<file path="config.mk">
export PLATFORM = sky130hd
export DESIGN_NAME = plc_config_regs
export DESIGN_NICKNAME = d
export VERILOG_FILES = /design/src/hw/plc_pkg.sv /design/src/hw/ack_timer.sv /design/src/hw/plc_config_regs.sv
export VERILOG_INCLUDE_DIRS = /design/src /design/src/hw
export SDC_FILE = /design/constraint.sdc
export NUM_CORES = 1
export LEC_CHECK = 0
export BUFFER_PORTS_ARGS = -buffer_cell sky130_fd_sc_hd__buf_2
export CORE_MARGIN = 2
export CORE_UTILIZATION = 52
export CTS_CLUSTER_SIZE = 24
export DETAILED_ROUTE_END_ITERATION = 12
export GPL_ROUTABILITY_DRIVEN = 0
export PLACE_DENSITY = 0.81
export SETUP_SLACK_MARGIN = 0.1
export SLEW_MARGIN = 10
export SYNTH_ARGS = -nofsm -noshare
export SYNTH_HDL_FRONTEND = slang
export SYNTH_HIERARCHICAL = 1
export SYNTH_SLANG_ARGS = --single-unit
</file>
<file path="constraint.sdc">
create_clock -name clk -period 2.7 [get_ports clk]
set_input_delay 0.27 -clock clk [delete_from_list [all_inputs] [get_ports clk]]
set_output_delay 0.27 -clock clk [all_outputs]
set_load 0.005 [all_outputs]
</file>
<file path="src/hw/plc_cfg.svh">
// Register offsets, field positions, reset values and timing constants of the modem register bank.
`ifndef PLC_CFG_SVH
`define PLC_CFG_SVH

`define ADDR_TX_LEN 8'h06
`define ADDR_TX_CFG 8'h07
`define ADDR_DA_FIRST 8'h08
`define ADDR_DA_LAST 8'h0F
`define ADDR_NOISE 8'h30
`define ADDR_MODEM 8'h31
`define ADDR_TX_GAIN 8'h32
`define ADDR_RX_GAIN 8'h33
`define ADDR_RX_INFO 8'h40

`define TXLEN_SEND_BIT 7
`define TXLEN_LEN_HI 4
`define TXCFG_SA_BIT 7
`define TXCFG_DA_HI 6
`define TXCFG_DA_LO 5
`define TXCFG_SVC_BIT 4
`define TXCFG_RETRY_HI 3
`define NOISE_AUTO_BIT 3
`define NOISE_CODE_HI 2
`define MODEM_DELAY_HI 6
`define MODEM_DELAY_LO 5
`define MODEM_TONE_BIT 4
`define MODEM_RATE_HI 1
`define RXINFO_NEW_BIT 7

`define MASK_TX_LEN 8'h9F
`define MASK_TX_CFG 8'hFF
`define MASK_NOISE 8'h0F
`define MASK_MODEM 8'h73
`define MASK_TX_GAIN 8'h0F
`define MASK_RX_GAIN 8'h07

`define RST_TX_LEN 8'h00
`define RST_TX_CFG 8'h00
`define RST_NOISE 8'h03
`define RST_MODEM 8'h03
`define RST_TX_GAIN 8'h0B
`define RST_RX_GAIN 8'h00
`define TX_GAIN_RESERVED 4'hF

`define ZERO_TONE_100HZ 16'h0535
`define ONE_TONE_NARROW_100HZ 16'h0526
`define ONE_TONE_WIDE_100HZ 16'h0518

`define CLK_KHZ 25000
`define ACK_WINDOW_MS 500
`define ACK_WINDOW_CYCLES (`ACK_WINDOW_MS * `CLK_KHZ)

`endif

</file>
<file path="src/hw/plc_pkg.sv">
// Types shared by the modem register bank and its acknowledgement timer.
`default_nettype none
package plc_pkg;

  typedef enum logic [1:0] {
    DA_LOGICAL = 2'b00,
    DA_GROUP = 2'b01,
    DA_PHYSICAL = 2'b10,
    DA_INVALID = 2'b11
  } dest_addr_kind_t;

  typedef enum logic [0:0] {
    ACK_IDLE = 1'b0,
    ACK_WAIT = 1'b1
  } ack_state_t;

  typedef struct packed {
    logic send;
    logic [4:0] payload_len;
    logic source_addr_kind;
    dest_addr_kind_t dest_addr_kind;
    logic ack_mode;
    logic [3:0] retry_count;
  } tx_ctrl_t;

  typedef struct packed {
    logic [63:0] physical;
    logic [15:0] logical16;
    logic [7:0] logical8;
  } dest_addr_t;

  typedef struct packed {
    logic [1:0] tx_delay;
    logic tone_deviation_select;
    logic [15:0] zero_tone_100hz;
    logic [15:0] one_tone_100hz;
    logic [1:0] bit_rate;
    logic [11:0] rate_bps;
    logic [3:0] tx_gain;
    logic [2:0] rx_gain;
  } modem_t;

  typedef struct packed {
    logic auto_noise_threshold;
    logic [2:0] noise_threshold_code;
    logic [2:0] band_in_use_code;
    logic [6:0] band_in_use_dbuv;
  } noise_t;

endpackage : plc_pkg
`default_nettype wire

</file>
<file path="src/hw/ack_timer.sv">
// Acknowledgement window timer: counts down after a send and flags a missing answer.
`timescale 1ns/1ps
`default_nettype none
module ack_timer #(
  parameter int CNT_W = 24
) (
  input wire logic clk,
  input wire logic sys_rst,
  input wire logic start,
  input wire logic stop,
  input wire logic [CNT_W-1:0] limit,
  output logic running,
  output logic expired
);

  plc_pkg::ack_state_t state;
  plc_pkg::ack_state_t next_state;
  logic [CNT_W-1:0] count;
  logic [CNT_W-1:0] next_count;
  logic next_expired;

  always_comb begin
    next_state = state;
    next_count = count;
    next_expired = 1'b0;
    case (state)
      plc_pkg::ACK_IDLE: begin
        if (start) begin
          next_state = plc_pkg::ACK_WAIT;
          next_count = limit;
        end
      end
      plc_pkg::ACK_WAIT: begin
        if (stop) begin
          next_state = plc_pkg::ACK_IDLE;
        end else if (count <= {{(CNT_W-1){1'b0}}, 1'b1}) begin
          next_state = plc_pkg::ACK_IDLE;
          next_expired = 1'b1;
        end else begin
          next_count = count - {{(CNT_W-1){1'b0}}, 1'b1};
        end
      end
      default: next_state = plc_pkg::ACK_IDLE;
    endcase
  end

  always_ff @(posedge clk) begin
    if (sys_rst) begin
      state <= plc_pkg::ACK_IDLE;
      count <= '0;
      expired <= 1'b0;
    end else begin
      state <= next_state;
      count <= next_count;
      expired <= next_expired;
    end
  end

  assign running = (state == plc_pkg::ACK_WAIT);

  a_timer_expiry: assert property (@(posedge clk) disable iff (sys_rst)
    running && !stop && count == {{(CNT_W-1){1'b0}}, 1'b1} |=> expired && !running)
    else $error("ack timer did not expire at end of window");

endmodule : ack_timer
`default_nettype wire

</file>
<file path="src/hw/plc_config_regs.sv">
// Host-visible configuration register bank of the powerline modem node.
`timescale 1ns/1ps
`default_nettype none
`include "plc_cfg.svh"
module plc_config_regs #(
  parameter int ACK_CYCLES = `ACK_WINDOW_CYCLES,
  parameter int CNT_W = 24
) (
  input wire logic clk,
  input wire logic sys_rst,
  input wire logic reg_wr,
  input wire logic reg_rd,
  input wire logic [7:0] reg_addr,
  input wire logic [7:0] reg_wdata,
  output logic [7:0] reg_rdata,
  output logic reg_rvalid,
  input wire logic rx_packet,
  input wire logic tx_done,
  input wire logic ack_rcvd,
  input wire logic [2:0] auto_noise_code,
  output logic rx_accept,
  output logic rx_dropped,
  output logic int_status_clear,
  output logic ack_missing,
  output logic ack_pending,
  output plc_pkg::tx_ctrl_t tx_ctrl,
  output plc_pkg::dest_addr_t dest_addr,
  output plc_pkg::modem_t modem,
  output plc_pkg::noise_t noise
);

  ////////////////////////////////////////////////////////////////////////////////
  // Register storage and write decode.

  logic [7:0] tx_len;
  logic [7:0] tx_cfg;
  logic [7:0] noise_reg;
  logic [7:0] modem_reg;
  logic [7:0] tx_gain;
  logic [7:0] rx_gain;
  logic [7:0] da_byte [8];
  logic new_msg;

  wire wr_tx_len = reg_wr && reg_addr == `ADDR_TX_LEN;
  wire wr_tx_cfg = reg_wr && reg_addr == `ADDR_TX_CFG;
  wire wr_da = reg_wr && reg_addr >= `ADDR_DA_FIRST && reg_addr <= `ADDR_DA_LAST;
  wire [2:0] da_index = reg_addr[2:0];
  wire wr_noise = reg_wr && reg_addr == `ADDR_NOISE;
  wire wr_modem = reg_wr && reg_addr == `ADDR_MODEM;
  // A reserved gain code is dropped so the amplifier never sees it.
  wire gain_reserved = reg_wdata[3:0] == `TX_GAIN_RESERVED;
  wire wr_tx_gain = reg_wr && reg_addr == `ADDR_TX_GAIN && !gain_reserved;
  wire wr_rx_gain = reg_wr && reg_addr == `ADDR_RX_GAIN;
  // Only a zero may be written to the flag; writing one is ignored.
  wire clear_msg = reg_wr && reg_addr == `ADDR_RX_INFO && !reg_wdata[`RXINFO_NEW_BIT];

  // A packet arriving in the cycle of the clear is still taken.
  wire next_accept = rx_packet && (!new_msg || clear_msg);
  wire next_new_msg = next_accept || (new_msg && !clear_msg);
  // The host write wins so a send issued as the previous one ends is kept.
  wire next_send = wr_tx_len ? reg_wdata[`TXLEN_SEND_BIT] :
                   (tx_done ? 1'b0 : tx_len[`TXLEN_SEND_BIT]);
  wire [7:0] len_masked = reg_wdata & `MASK_TX_LEN;
  wire [6:0] next_len = wr_tx_len ? len_masked[6:0] : tx_len[6:0];

  always_ff @(posedge clk) begin
    if (sys_rst) begin
      tx_len <= `RST_TX_LEN;
      tx_cfg <= `RST_TX_CFG;
      noise_reg <= `RST_NOISE;
      modem_reg <= `RST_MODEM;
      tx_gain <= `RST_TX_GAIN;
      rx_gain <= `RST_RX_GAIN;
      new_msg <= 1'b0;
    end else begin
      tx_len <= {next_send, next_len};
      if (wr_tx_cfg) tx_cfg <= reg_wdata & `MASK_TX_CFG;
      if (wr_noise) noise_reg <= reg_wdata & `MASK_NOISE;
      if (wr_modem) modem_reg <= reg_wdata & `MASK_MODEM;
      if (wr_tx_gain) tx_gain <= reg_wdata & `MASK_TX_GAIN;
      if (wr_rx_gain) rx_gain <= reg_wdata & `MASK_RX_GAIN;
      new_msg <= next_new_msg;
    end
  end

  // Address bytes have no reset: the host must program them before a send.
  always_ff @(posedge clk) begin
    if (wr_da) da_byte[da_index] <= reg_wdata;
  end

  ////////////////////////////////////////////////////////////////////////////////
  // Event pulses and read port.

  wire [7:0] rx_info = {new_msg, 7'h00};
  wire [7:0] read_mux =
    reg_addr == `ADDR_TX_LEN ? tx_len :
    reg_addr == `ADDR_TX_CFG ? tx_cfg :
    (reg_addr >= `ADDR_DA_FIRST && reg_addr <= `ADDR_DA_LAST) ? da_byte[da_index] :
    reg_addr == `ADDR_NOISE ? noise_reg :
    reg_addr == `ADDR_MODEM ? modem_reg :
    reg_addr == `ADDR_TX_GAIN ? tx_gain :
    reg_addr == `ADDR_RX_GAIN ? rx_gain :
    reg_addr == `ADDR_RX_INFO ? rx_info : 8'h00;

  always_ff @(posedge clk) begin
    if (sys_rst) begin
      reg_rdata <= 8'h00;
      reg_rvalid <= 1'b0;
      rx_accept <= 1'b0;
      rx_dropped <= 1'b0;
      int_status_clear <= 1'b0;
    end else begin
      reg_rdata <= reg_rd ? read_mux : reg_rdata;
      reg_rvalid <= reg_rd;
      rx_accept <= next_accept;
      rx_dropped <= rx_packet && !next_accept;
      int_status_clear <= clear_msg;
    end
  end

  ////////////////////////////////////////////////////////////////////////////////
  // Decoded configuration towards the modem and protocol engine.

  localparam logic [6:0] DBUV [8] = '{7'h46, 7'h4B, 7'h50, 7'h57, 7'h5A, 7'h5D, 7'h60, 7'h63};
  localparam logic [11:0] BPS [4] = '{12'h258, 12'h4B0, 12'h708, 12'h960};

  wire auto_thr = noise_reg[`NOISE_AUTO_BIT];
  wire [2:0] thr_code = noise_reg[`NOISE_CODE_HI:0];
  wire [2:0] eff_code = auto_thr ? auto_noise_code : thr_code;
  wire [1:0] rate = modem_reg[`MODEM_RATE_HI:0];
  wire tone_sel = modem_reg[`MODEM_TONE_BIT];

  assign tx_ctrl.send = tx_len[`TXLEN_SEND_BIT];
  assign tx_ctrl.payload_len = tx_len[`TXLEN_LEN_HI:0];
  assign tx_ctrl.source_addr_kind = tx_cfg[`TXCFG_SA_BIT];
  assign tx_ctrl.dest_addr_kind = plc_pkg::dest_addr_kind_t'(tx_cfg[`TXCFG_DA_HI:`TXCFG_DA_LO]);
  assign tx_ctrl.ack_mode = tx_cfg[`TXCFG_SVC_BIT];
  assign tx_ctrl.retry_count = tx_cfg[`TXCFG_RETRY_HI:0];

  assign dest_addr.physical = {da_byte[0], da_byte[1], da_byte[2], da_byte[3],
                               da_byte[4], da_byte[5], da_byte[6], da_byte[7]};
  assign dest_addr.logical16 = {da_byte[1], da_byte[0]};
  assign dest_addr.logical8 = da_byte[0];

  assign modem.tx_delay = modem_reg[`MODEM_DELAY_HI:`MODEM_DELAY_LO];
  assign modem.tone_deviation_select = tone_sel;
  assign modem.zero_tone_100hz = `ZERO_TONE_100HZ;
  assign modem.one_tone_100hz = tone_sel ? `ONE_TONE_WIDE_100HZ : `ONE_TONE_NARROW_100HZ;
  assign modem.bit_rate = rate;
  assign modem.rate_bps = BPS[rate];
  assign modem.tx_gain = tx_gain[3:0];
  assign modem.rx_gain = rx_gain[2:0];

  assign noise.auto_noise_threshold = auto_thr;
  assign noise.noise_threshold_code = thr_code;
  assign noise.band_in_use_code = eff_code;
  assign noise.band_in_use_dbuv = DBUV[eff_code];

  ////////////////////////////////////////////////////////////////////////////////
  // Acknowledgement window, armed only by an acknowledged send.

  wire ack_start = tx_done && tx_cfg[`TXCFG_SVC_BIT];

  ack_timer #(
    .CNT_W(CNT_W)
  ) u_ack_timer (
    .clk(clk),
    .sys_rst(sys_rst),
    .start(ack_start),
    .stop(ack_rcvd),
    .limit(CNT_W'(ACK_CYCLES)),
    .running(ack_pending),
    .expired(ack_missing)
  );

  ////////////////////////////////////////////////////////////////////////////////
  // Checks.

  a_gain_reserved: assert property (@(posedge clk) disable iff (sys_rst)
    reg_wr && reg_addr == `ADDR_TX_GAIN && reg_wdata[3:0] == 4'hF |=> $stable(modem.tx_gain))
    else $error("reserved transmit gain code was stored");
  a_reset_values: assert property (@(posedge clk)
    $past(sys_rst) |-> thr_code == 3'h3 && rate == 2'h3 && tx_gain[3:0] == 4'hB
      && rx_gain[2:0] == 3'h0)
    else $error("wrong value after reset");
  a_send_clear: assert property (@(posedge clk) disable iff (sys_rst)
    tx_done && !wr_tx_len |=> !tx_ctrl.send)
    else $error("send bit not cleared after transmission");
  a_msg_hold: assert property (@(posedge clk) disable iff (sys_rst)
    new_msg && rx_packet && !clear_msg |=> rx_dropped && !rx_accept && new_msg)
    else $error("second message taken while flag still set");
  a_msg_set: assert property (@(posedge clk) disable iff (sys_rst)
    rx_packet && !new_msg |=> rx_accept && new_msg)
    else $error("received packet did not set the flag");
  a_status_clear: assert property (@(posedge clk) disable iff (sys_rst)
    clear_msg |=> int_status_clear ##1 !int_status_clear || $past(clear_msg))
    else $error("status clear pulse missing");
  a_auto_thr: assert property (@(posedge clk) disable iff (sys_rst)
    auto_thr |-> noise.band_in_use_code == auto_noise_code)
    else $error("programmed threshold used in automatic mode");
  a_retry_write: assert property (@(posedge clk) disable iff (sys_rst)
    wr_tx_cfg |=> tx_ctrl.retry_count == $past(reg_wdata[3:0])
      && tx_ctrl.ack_mode == $past(reg_wdata[4]))
    else $error("transmit configuration not stored");
  a_addr_order: assert property (@(posedge clk) disable iff (sys_rst)
    wr_da && reg_addr == 8'h08 |=> dest_addr.physical[63:56] == $past(reg_wdata)
      && dest_addr.logical16[7:0] == $past(reg_wdata))
    else $error("address byte order wrong");
  a_tone_pair: assert property (@(posedge clk) disable iff (sys_rst)
    modem.one_tone_100hz == (tone_sel ? 16'h0518 : 16'h0526))
    else $error("logic one tone wrong");
  a_ack_only_acked: assert property (@(posedge clk) disable iff (sys_rst)
    tx_done && !tx_ctrl.ack_mode && !ack_pending |=> !ack_pending)
    else $error("ack window opened in unacknowledged mode");

  c_acked_send: cover property (@(posedge clk) disable iff (sys_rst) ack_start);
  c_msg_dropped: cover property (@(posedge clk) disable iff (sys_rst) rx_dropped);
  c_clear_and_take: cover property (@(posedge clk) disable iff (sys_rst) clear_msg && rx_packet);
  c_ack_missing: cover property (@(posedge clk) disable iff (sys_rst) ack_missing);

endmodule : plc_config_regs
`default_nettype wire

</file>
# Word level (Yosys, flattened, before mapping)
# Memories as Yosys holds them, arrays and structs flattened.
# Cells that the tools add are included.
[op_classes] n_addsub=1 multipliers=0 div=0 n_lt_le_gt_ge=5 eq_ne=11 shifts=0 n_mux=28 n_bitwise=3 n_reduce_logical=26
[ops] op="2-to-1 mux 24 bit" n=3
[ops] op="2-to-1 mux 8 bit" n=8
[ops] op="case mux 24 bit (2 select lines)" n=1
[ops] op="== test 8 x 6 -> 1 bit, second input constant" n=4
[ops] op="binary-select mux 12 bit (select 2 bit)" n=1
[ops] op="<= comparator 24 x 1 -> 1 bit, second input constant" n=1
[ops] op="2-to-1 mux 12 bit" n=2
[ops] op="subtractor 24 x 1 -> 24 bit, second input constant" n=1
[ops] op="== test 8 x 3 -> 1 bit, second input constant" n=2
[ops] op="logical AND 1 bit" n=16
[ops] op="2-to-1 mux 7 bit" n=2
[ops] op="== test 8 x 7 -> 1 bit, second input constant" n=1
[ops] op="greater-or-equal comparator 8 x 4 -> 1 bit, second input constant" n=1
[ops] op="<= comparator 8 x 4 -> 1 bit, second input constant" n=1
[ops] op="2-to-1 mux 1 bit" n=8
[ops] op="2-to-1 mux 6 bit" n=1
[ops] op="!= test 2 bit, second input constant" n=3
[ops] op="zero test 1 bit" n=5
[ops] op="== test 4 bit, second input constant" n=1
[ops] op="greater-or-equal comparator 4 bit, second input constant" n=1
[ops] op="NOT 3 -> 4 bit" n=1
[ops] op="greater-or-equal comparator 3 bit, second input constant" n=1
[ops] op="2-to-1 mux 3 bit" n=1
[ops] op="NOT 2 -> 3 bit" n=1
[ops] op="other kinds (6)" n=7
[word_totals] reg_bits=69 latchBits=0 mem_bits_rw=64 rom_bits=56 inputBits=26 output_inout_bits=186 elab_cells=92 memories=2
[memory_table] name="da_byte" words=8 word_bits=8 rd=9 rd_clocked_by_memory_dff=0 write_ports=1 line_no="plc_config_regs.sv:41" rtl="logic [7:0] da_byte [8];"
[memory_table] name="(name not given)" words=8 word_bits=7 rd=1 rd_clocked_by_memory_dff=0 write_ports=0 line_no="plc_config_regs.sv:157" rtl="assign noise.band_in_use_dbuv = DBUV[eff_code];"

# Longest topological paths before layout
[logic_depth] depth_word=9 ltp_mapped=8 mapped_depth_nobuf=8

# Hierarchy
# Netlist, hierarchy kept.
[modules_own_cells] module="plc_config_regs" n_inst=1 cells_each=433 area_per_inst_um2=5180.0 seq_area_each_um2=2782.7
[modules_own_cells] module="ack_timer" n_inst=1 cells_each=209 area_per_inst_um2=1626.6 seq_area_each_um2=520.5

# Worst setup path after synthesis
# Ideal clock, no wire load.
[synth_timing] path_type="input port to flip-flop" from="input reg_addr[0]" to="memory da_byte[1][0] (enable)" setup_time_ns=0.383 t_arrival_ns=1.852 t_required_ns=2.317 setup_slack_ns=0.464 cell_stages=6 path_buffers=4 cell_sequence="buf_4 > buf_2 > buf_2 > buf_2 > nand3_1 > nor3_1"
[synth_via] elab_chain_len=5 word_cells_on_any_way=6
[synth_lines] item="from (decl)" line_no="plc_config_regs.sv:13" rtl="input wire logic [7:0] reg_addr,"
[synth_lines] item="greater-or-equal comparator 8 x 4 -> 1 bit (no line)"
[synth_lines] item="logical AND 1 bit (no line) (2 in a row)"
[synth_lines] item="2-to-1 mux 1 bit" line_no="plc_config_regs.sv:88" rtl="if (wr_da) da_byte[da_index] <= reg_wdata;"
[synth_lines] item="2-to-1 mux 1 bit (not written as such)" line_no="plc_config_regs.sv:88"
[synth_lines] item="to (decl)" line_no="plc_config_regs.sv:41"
# Several ways; a longest one is shown, not always the timed one.

# Final worst setup path
[layout_timing] from="register u_ack_timer.count[9]" to="register u_ack_timer.count[11]"
[layout_via] elab_chain_len=4 word_cells_on_any_way=7
[layout_lines] item="from (decl)" line_no="ack_timer.sv:18" rtl="logic [CNT_W-1:0] count;"
[layout_lines] item="from (signal assigned)" line_no="ack_timer.sv:54" rtl="count <= next_count;"
[layout_lines] item="subtractor 24 x 1 -> 24 bit" line_no="ack_timer.sv:40" rtl="next_count = count - {{(CNT_W-1){1'b0}}, 1'b1};"
[layout_lines] item="2-to-1 mux 24 bit" line_no="ack_timer.sv:36" rtl="end else if (count <= {{(CNT_W-1){1'b0}}, 1'b1}) begin"
[layout_lines] item="2-to-1 mux 24 bit" line_no="ack_timer.sv:34" rtl="if (stop) begin"
[layout_lines] item="case mux 24 bit (2 select lines)" line_no="ack_timer.sv:26" rtl="case (state)"
# Several ways; a longest one is shown, not always the timed one. The select of a mux whose other input is x is not followed.
# A chain may end at the register's enable or synchronous reset.

==> impl_metrics.py <==
metrics = {
    "status": {
        "outcome": "finished clean",
    },
    "timing": {
        "hold_viol": 0,
        "relSlewSlack": 0.512,
        "finalCritPeriodShare": 0.902,
        "finalWorstPathRequiredPeriod_ns": 2.43,
        "finalMaxSlewViolations": 0,
        "fmax_ghz": 0.411,
        "setup_viol": 0,
        "grt_setup_unrepaired": "false",
        "tightest_slew_ns": 0.732,
        "fin_worst_skew_ns": 0.00424,
        "setup_tns_ns": 0,
    },
    "worst_setup_path": {
        "path_depth": 6,
        "endpoint": "u_ack_timer/count[11]",
        "reg2reg_from": "u_ack_timer/count[9]",
        "worstSetupPathType": "flop to flop",
        "rr_worst_depth": 6,
        "crit_chain": "or4_4 > or3_4 > o21ai_1 > buf_4 > o22ai_1 > a22o_1",
        "cp-start-kind": "flop",
        "rrSetupSlack_ns": 0.27,
        "endpoint_kind": "flop",
        "crit_family": "simple AND/OR/NAND/NOR gates",
        "cp_data_required_time_ns": 3.01,
        "max_stage_delay_ns": 0.59,
        "crit_slowest_cell": "or4_4",
        "critPathArrivalTime_ns": 2.74,
        "crit_start": "u_ack_timer/count[9]",
        "crit_buf_inv": 1,
        "crit_fanout": 8,
        "regToRegEndpoint": "u_ack_timer/count[11]",
    },
    "clock_tree": {
        "htree_levels": 4,
        "cts_sinks": 133,
        "cts_buffer_depth": 2,
        "post_cts_resized": 0,
        "clk_pin_slew_ns": 0.06,
        "hold_buffers": 0,
        "cts_buffers": 17,
        "cts_root_buffer": "clkbuf_16",
        "postCtsSetupBuffers": 0,
        "clk_latency_ns": 0.42,
        "cts_tree": "done",
    },
    "yosys": {
        "synthTopCellsByCount": "69 x dfxtp_1, 66 x buf_4, 64 x edfxtp_1",
        "synth.area.top_cells": "edfxtp_1 28%, dfxtp_1 20%, buf_4 7.3%, mux4_2 5.0%, mux2i_1 4.6%",
        "synth_top_area_share": 0.282,
        "syn_area_per_cell_um2": 10.6,
        "yosys.area.top_type": "edfxtp_1",
        "synth.distinct_cells": 72,
        "yosysSeqAreaShare": 0.485,
        "synth-main-ff-cell": "dfxtp_1",
        "synth_edf_count": 64,
        "syn_area_um2": 6810,
        "synth_seq_cells": 133,
        "syn_inst": 642,
        "synth_most_common_cell": "dfxtp_1",
        "async_reset_ff_frac": 0,
        "yosys_warnings": 6,
    },
    "power_and_ir_drop": {
        "powerDensity_nw_per_um2": 567,
        "ir_worst_vdd_mv": 0.452,
        "p_leak_nw": 3.55,
        "finalPower_mw": 4.72,
    },
    "route": {
        "wl_per_cell_um": 18.5,
        "via_per_inst": 5.81,
        "antenna_left": 0,
        "wl_um": 18800,
        "drtIter0Drc": 685,
        "num_vias": 5886,
        "dr.pass1.iters": 7,
        "drc": 0,
    },
    "finish": {
        "final_util": 0.655,
        "diodes": 0,
        "finalNetCount": 863,
        "fillers": 1034,
        "largestRegisters": "da_byte x64, u_ack_timer/count x24",
        "largest_register_ffs": 64,
        "drive_gt1_frac": 0.326,
        "stdcell_count": 1013,
        "syn_to_final_growth_pct": 22.4,
        "design_area_um2": 8330,
        "max_flop_register": "da_byte",
    },
    "placed_design": {
        "dp.cells": 981,
        "placed_area_um2": 7730,
        "portBuffers": 180,
        "dpl.hpwl_um": 13300,
    },
    "grt": {
        "grt_max_degree": 34,
        "grt_pass1_vias": 5383,
        "grt_overflow": 0,
        "gr-usage-all-layers": 0.271,
        "grt_pass1_wl_um": 29700,
        "antenna_found_initial": 0,
    },
    "floorplanning": {
        "die_y_um": 118,
        "dieArea_um2": 14000,
        "die_w_um": 118,
        "start_util": 0.535,
        "core_area_um2": 12700,
        "placementRows": 41,
        "io_pins": 212,
    },
    "hold_path": {
        "hp-class": "primary input to flop",
    },
    "flow_run": {
        "cap_violations": 0,
    },
}
==> cell type report <==
class                      count  area (um^2)  area share
clock buffer                  18          429      0.0515
clock inverter                14          175      0.0210
inverter                      18         67.6     0.00811
multi-input combinational    449         3020       0.363
sequential                   133         3300       0.396
tap                          172          215      0.0258
timing repair buffer         209         1120       0.134
==> power breakdown <==
part | internal (mW) | switching (mW)
clock network | 1.46 | 0.897
registers | 2.12 | 0.00549
logic | 0.0832 | 0.154
==> tightest hold or removal path: cells and delay by family <==
family | cells | cell delay, ns
simple gates | 1 | 0.06
buf+inv | 2 | 0.17
==> layer usage <==
metal / track usage / vias to the layer above / routed length, um
met2: 0.426 / 375 / 8920
met4: 0.107 / 0 / 420
met3: 0.0671 / 41 / 1860
met1: 0.363 / 2795 / 7570
met5: 0 / - / 0
li1: - / 2675 / -
==> kinds of logic after synthesis <==
family	Yosys count	synth area share
buf+inv	114	0.101
mux	51	0.103
simple gates	214	0.168
xor+xnor	1	0.00129
other cells	2	0.00110
flops	133	0.485
compound gates	118	0.123
fa+ha+maj	9	0.0165
==> worst min path at each step <==
stage | depth (start not counted) | slack [ns] | end | from
after floorplan | 0 | 0.37 | da_byte[0][0] | reg_wdata[0]
after global placement | 2 | 0.46 | tx_len[3] | tx_len[3]
after detailed placement | 2 | 0.47 | tx_len[2] | tx_len[2]
after CTS | 3 | 0.11 | rx_dropped | rx_packet
after global routing | 3 | 0.13 | rx_dropped | rx_packet
final | 3 | 0.12 | rx_dropped | rx_packet
==> stage by stage <==
step	worst slack, ns	hold WS [ns]
after floorplan	0.464	0.369
after global placement	0.392	0.458
after detailed placement	0.352	0.473
after CTS	0.285	0.111
after global routing	0.145	0.131
final	0.266	0.123
==> cell usage in the layout, fill, tap and decap left out, drive strengths merged, types with 6 or more instances in the layout <==
master / instances
a21oi: 29
buf: 209
clkbuf: 18
conb: 56
dfxtp: 69
edfxtp: 64
ha: 9
inv: 22
mux2i: 31
mux4: 15
nand2: 37
nand2b: 6
nand3: 21
nand4: 8
nor2: 63
nor2b: 9
nor3: 16
nor4: 15
o21ai: 14
o22ai: 9
o311ai: 7
or4: 8
Note: power is estimated with default switching activity, not from simulation.
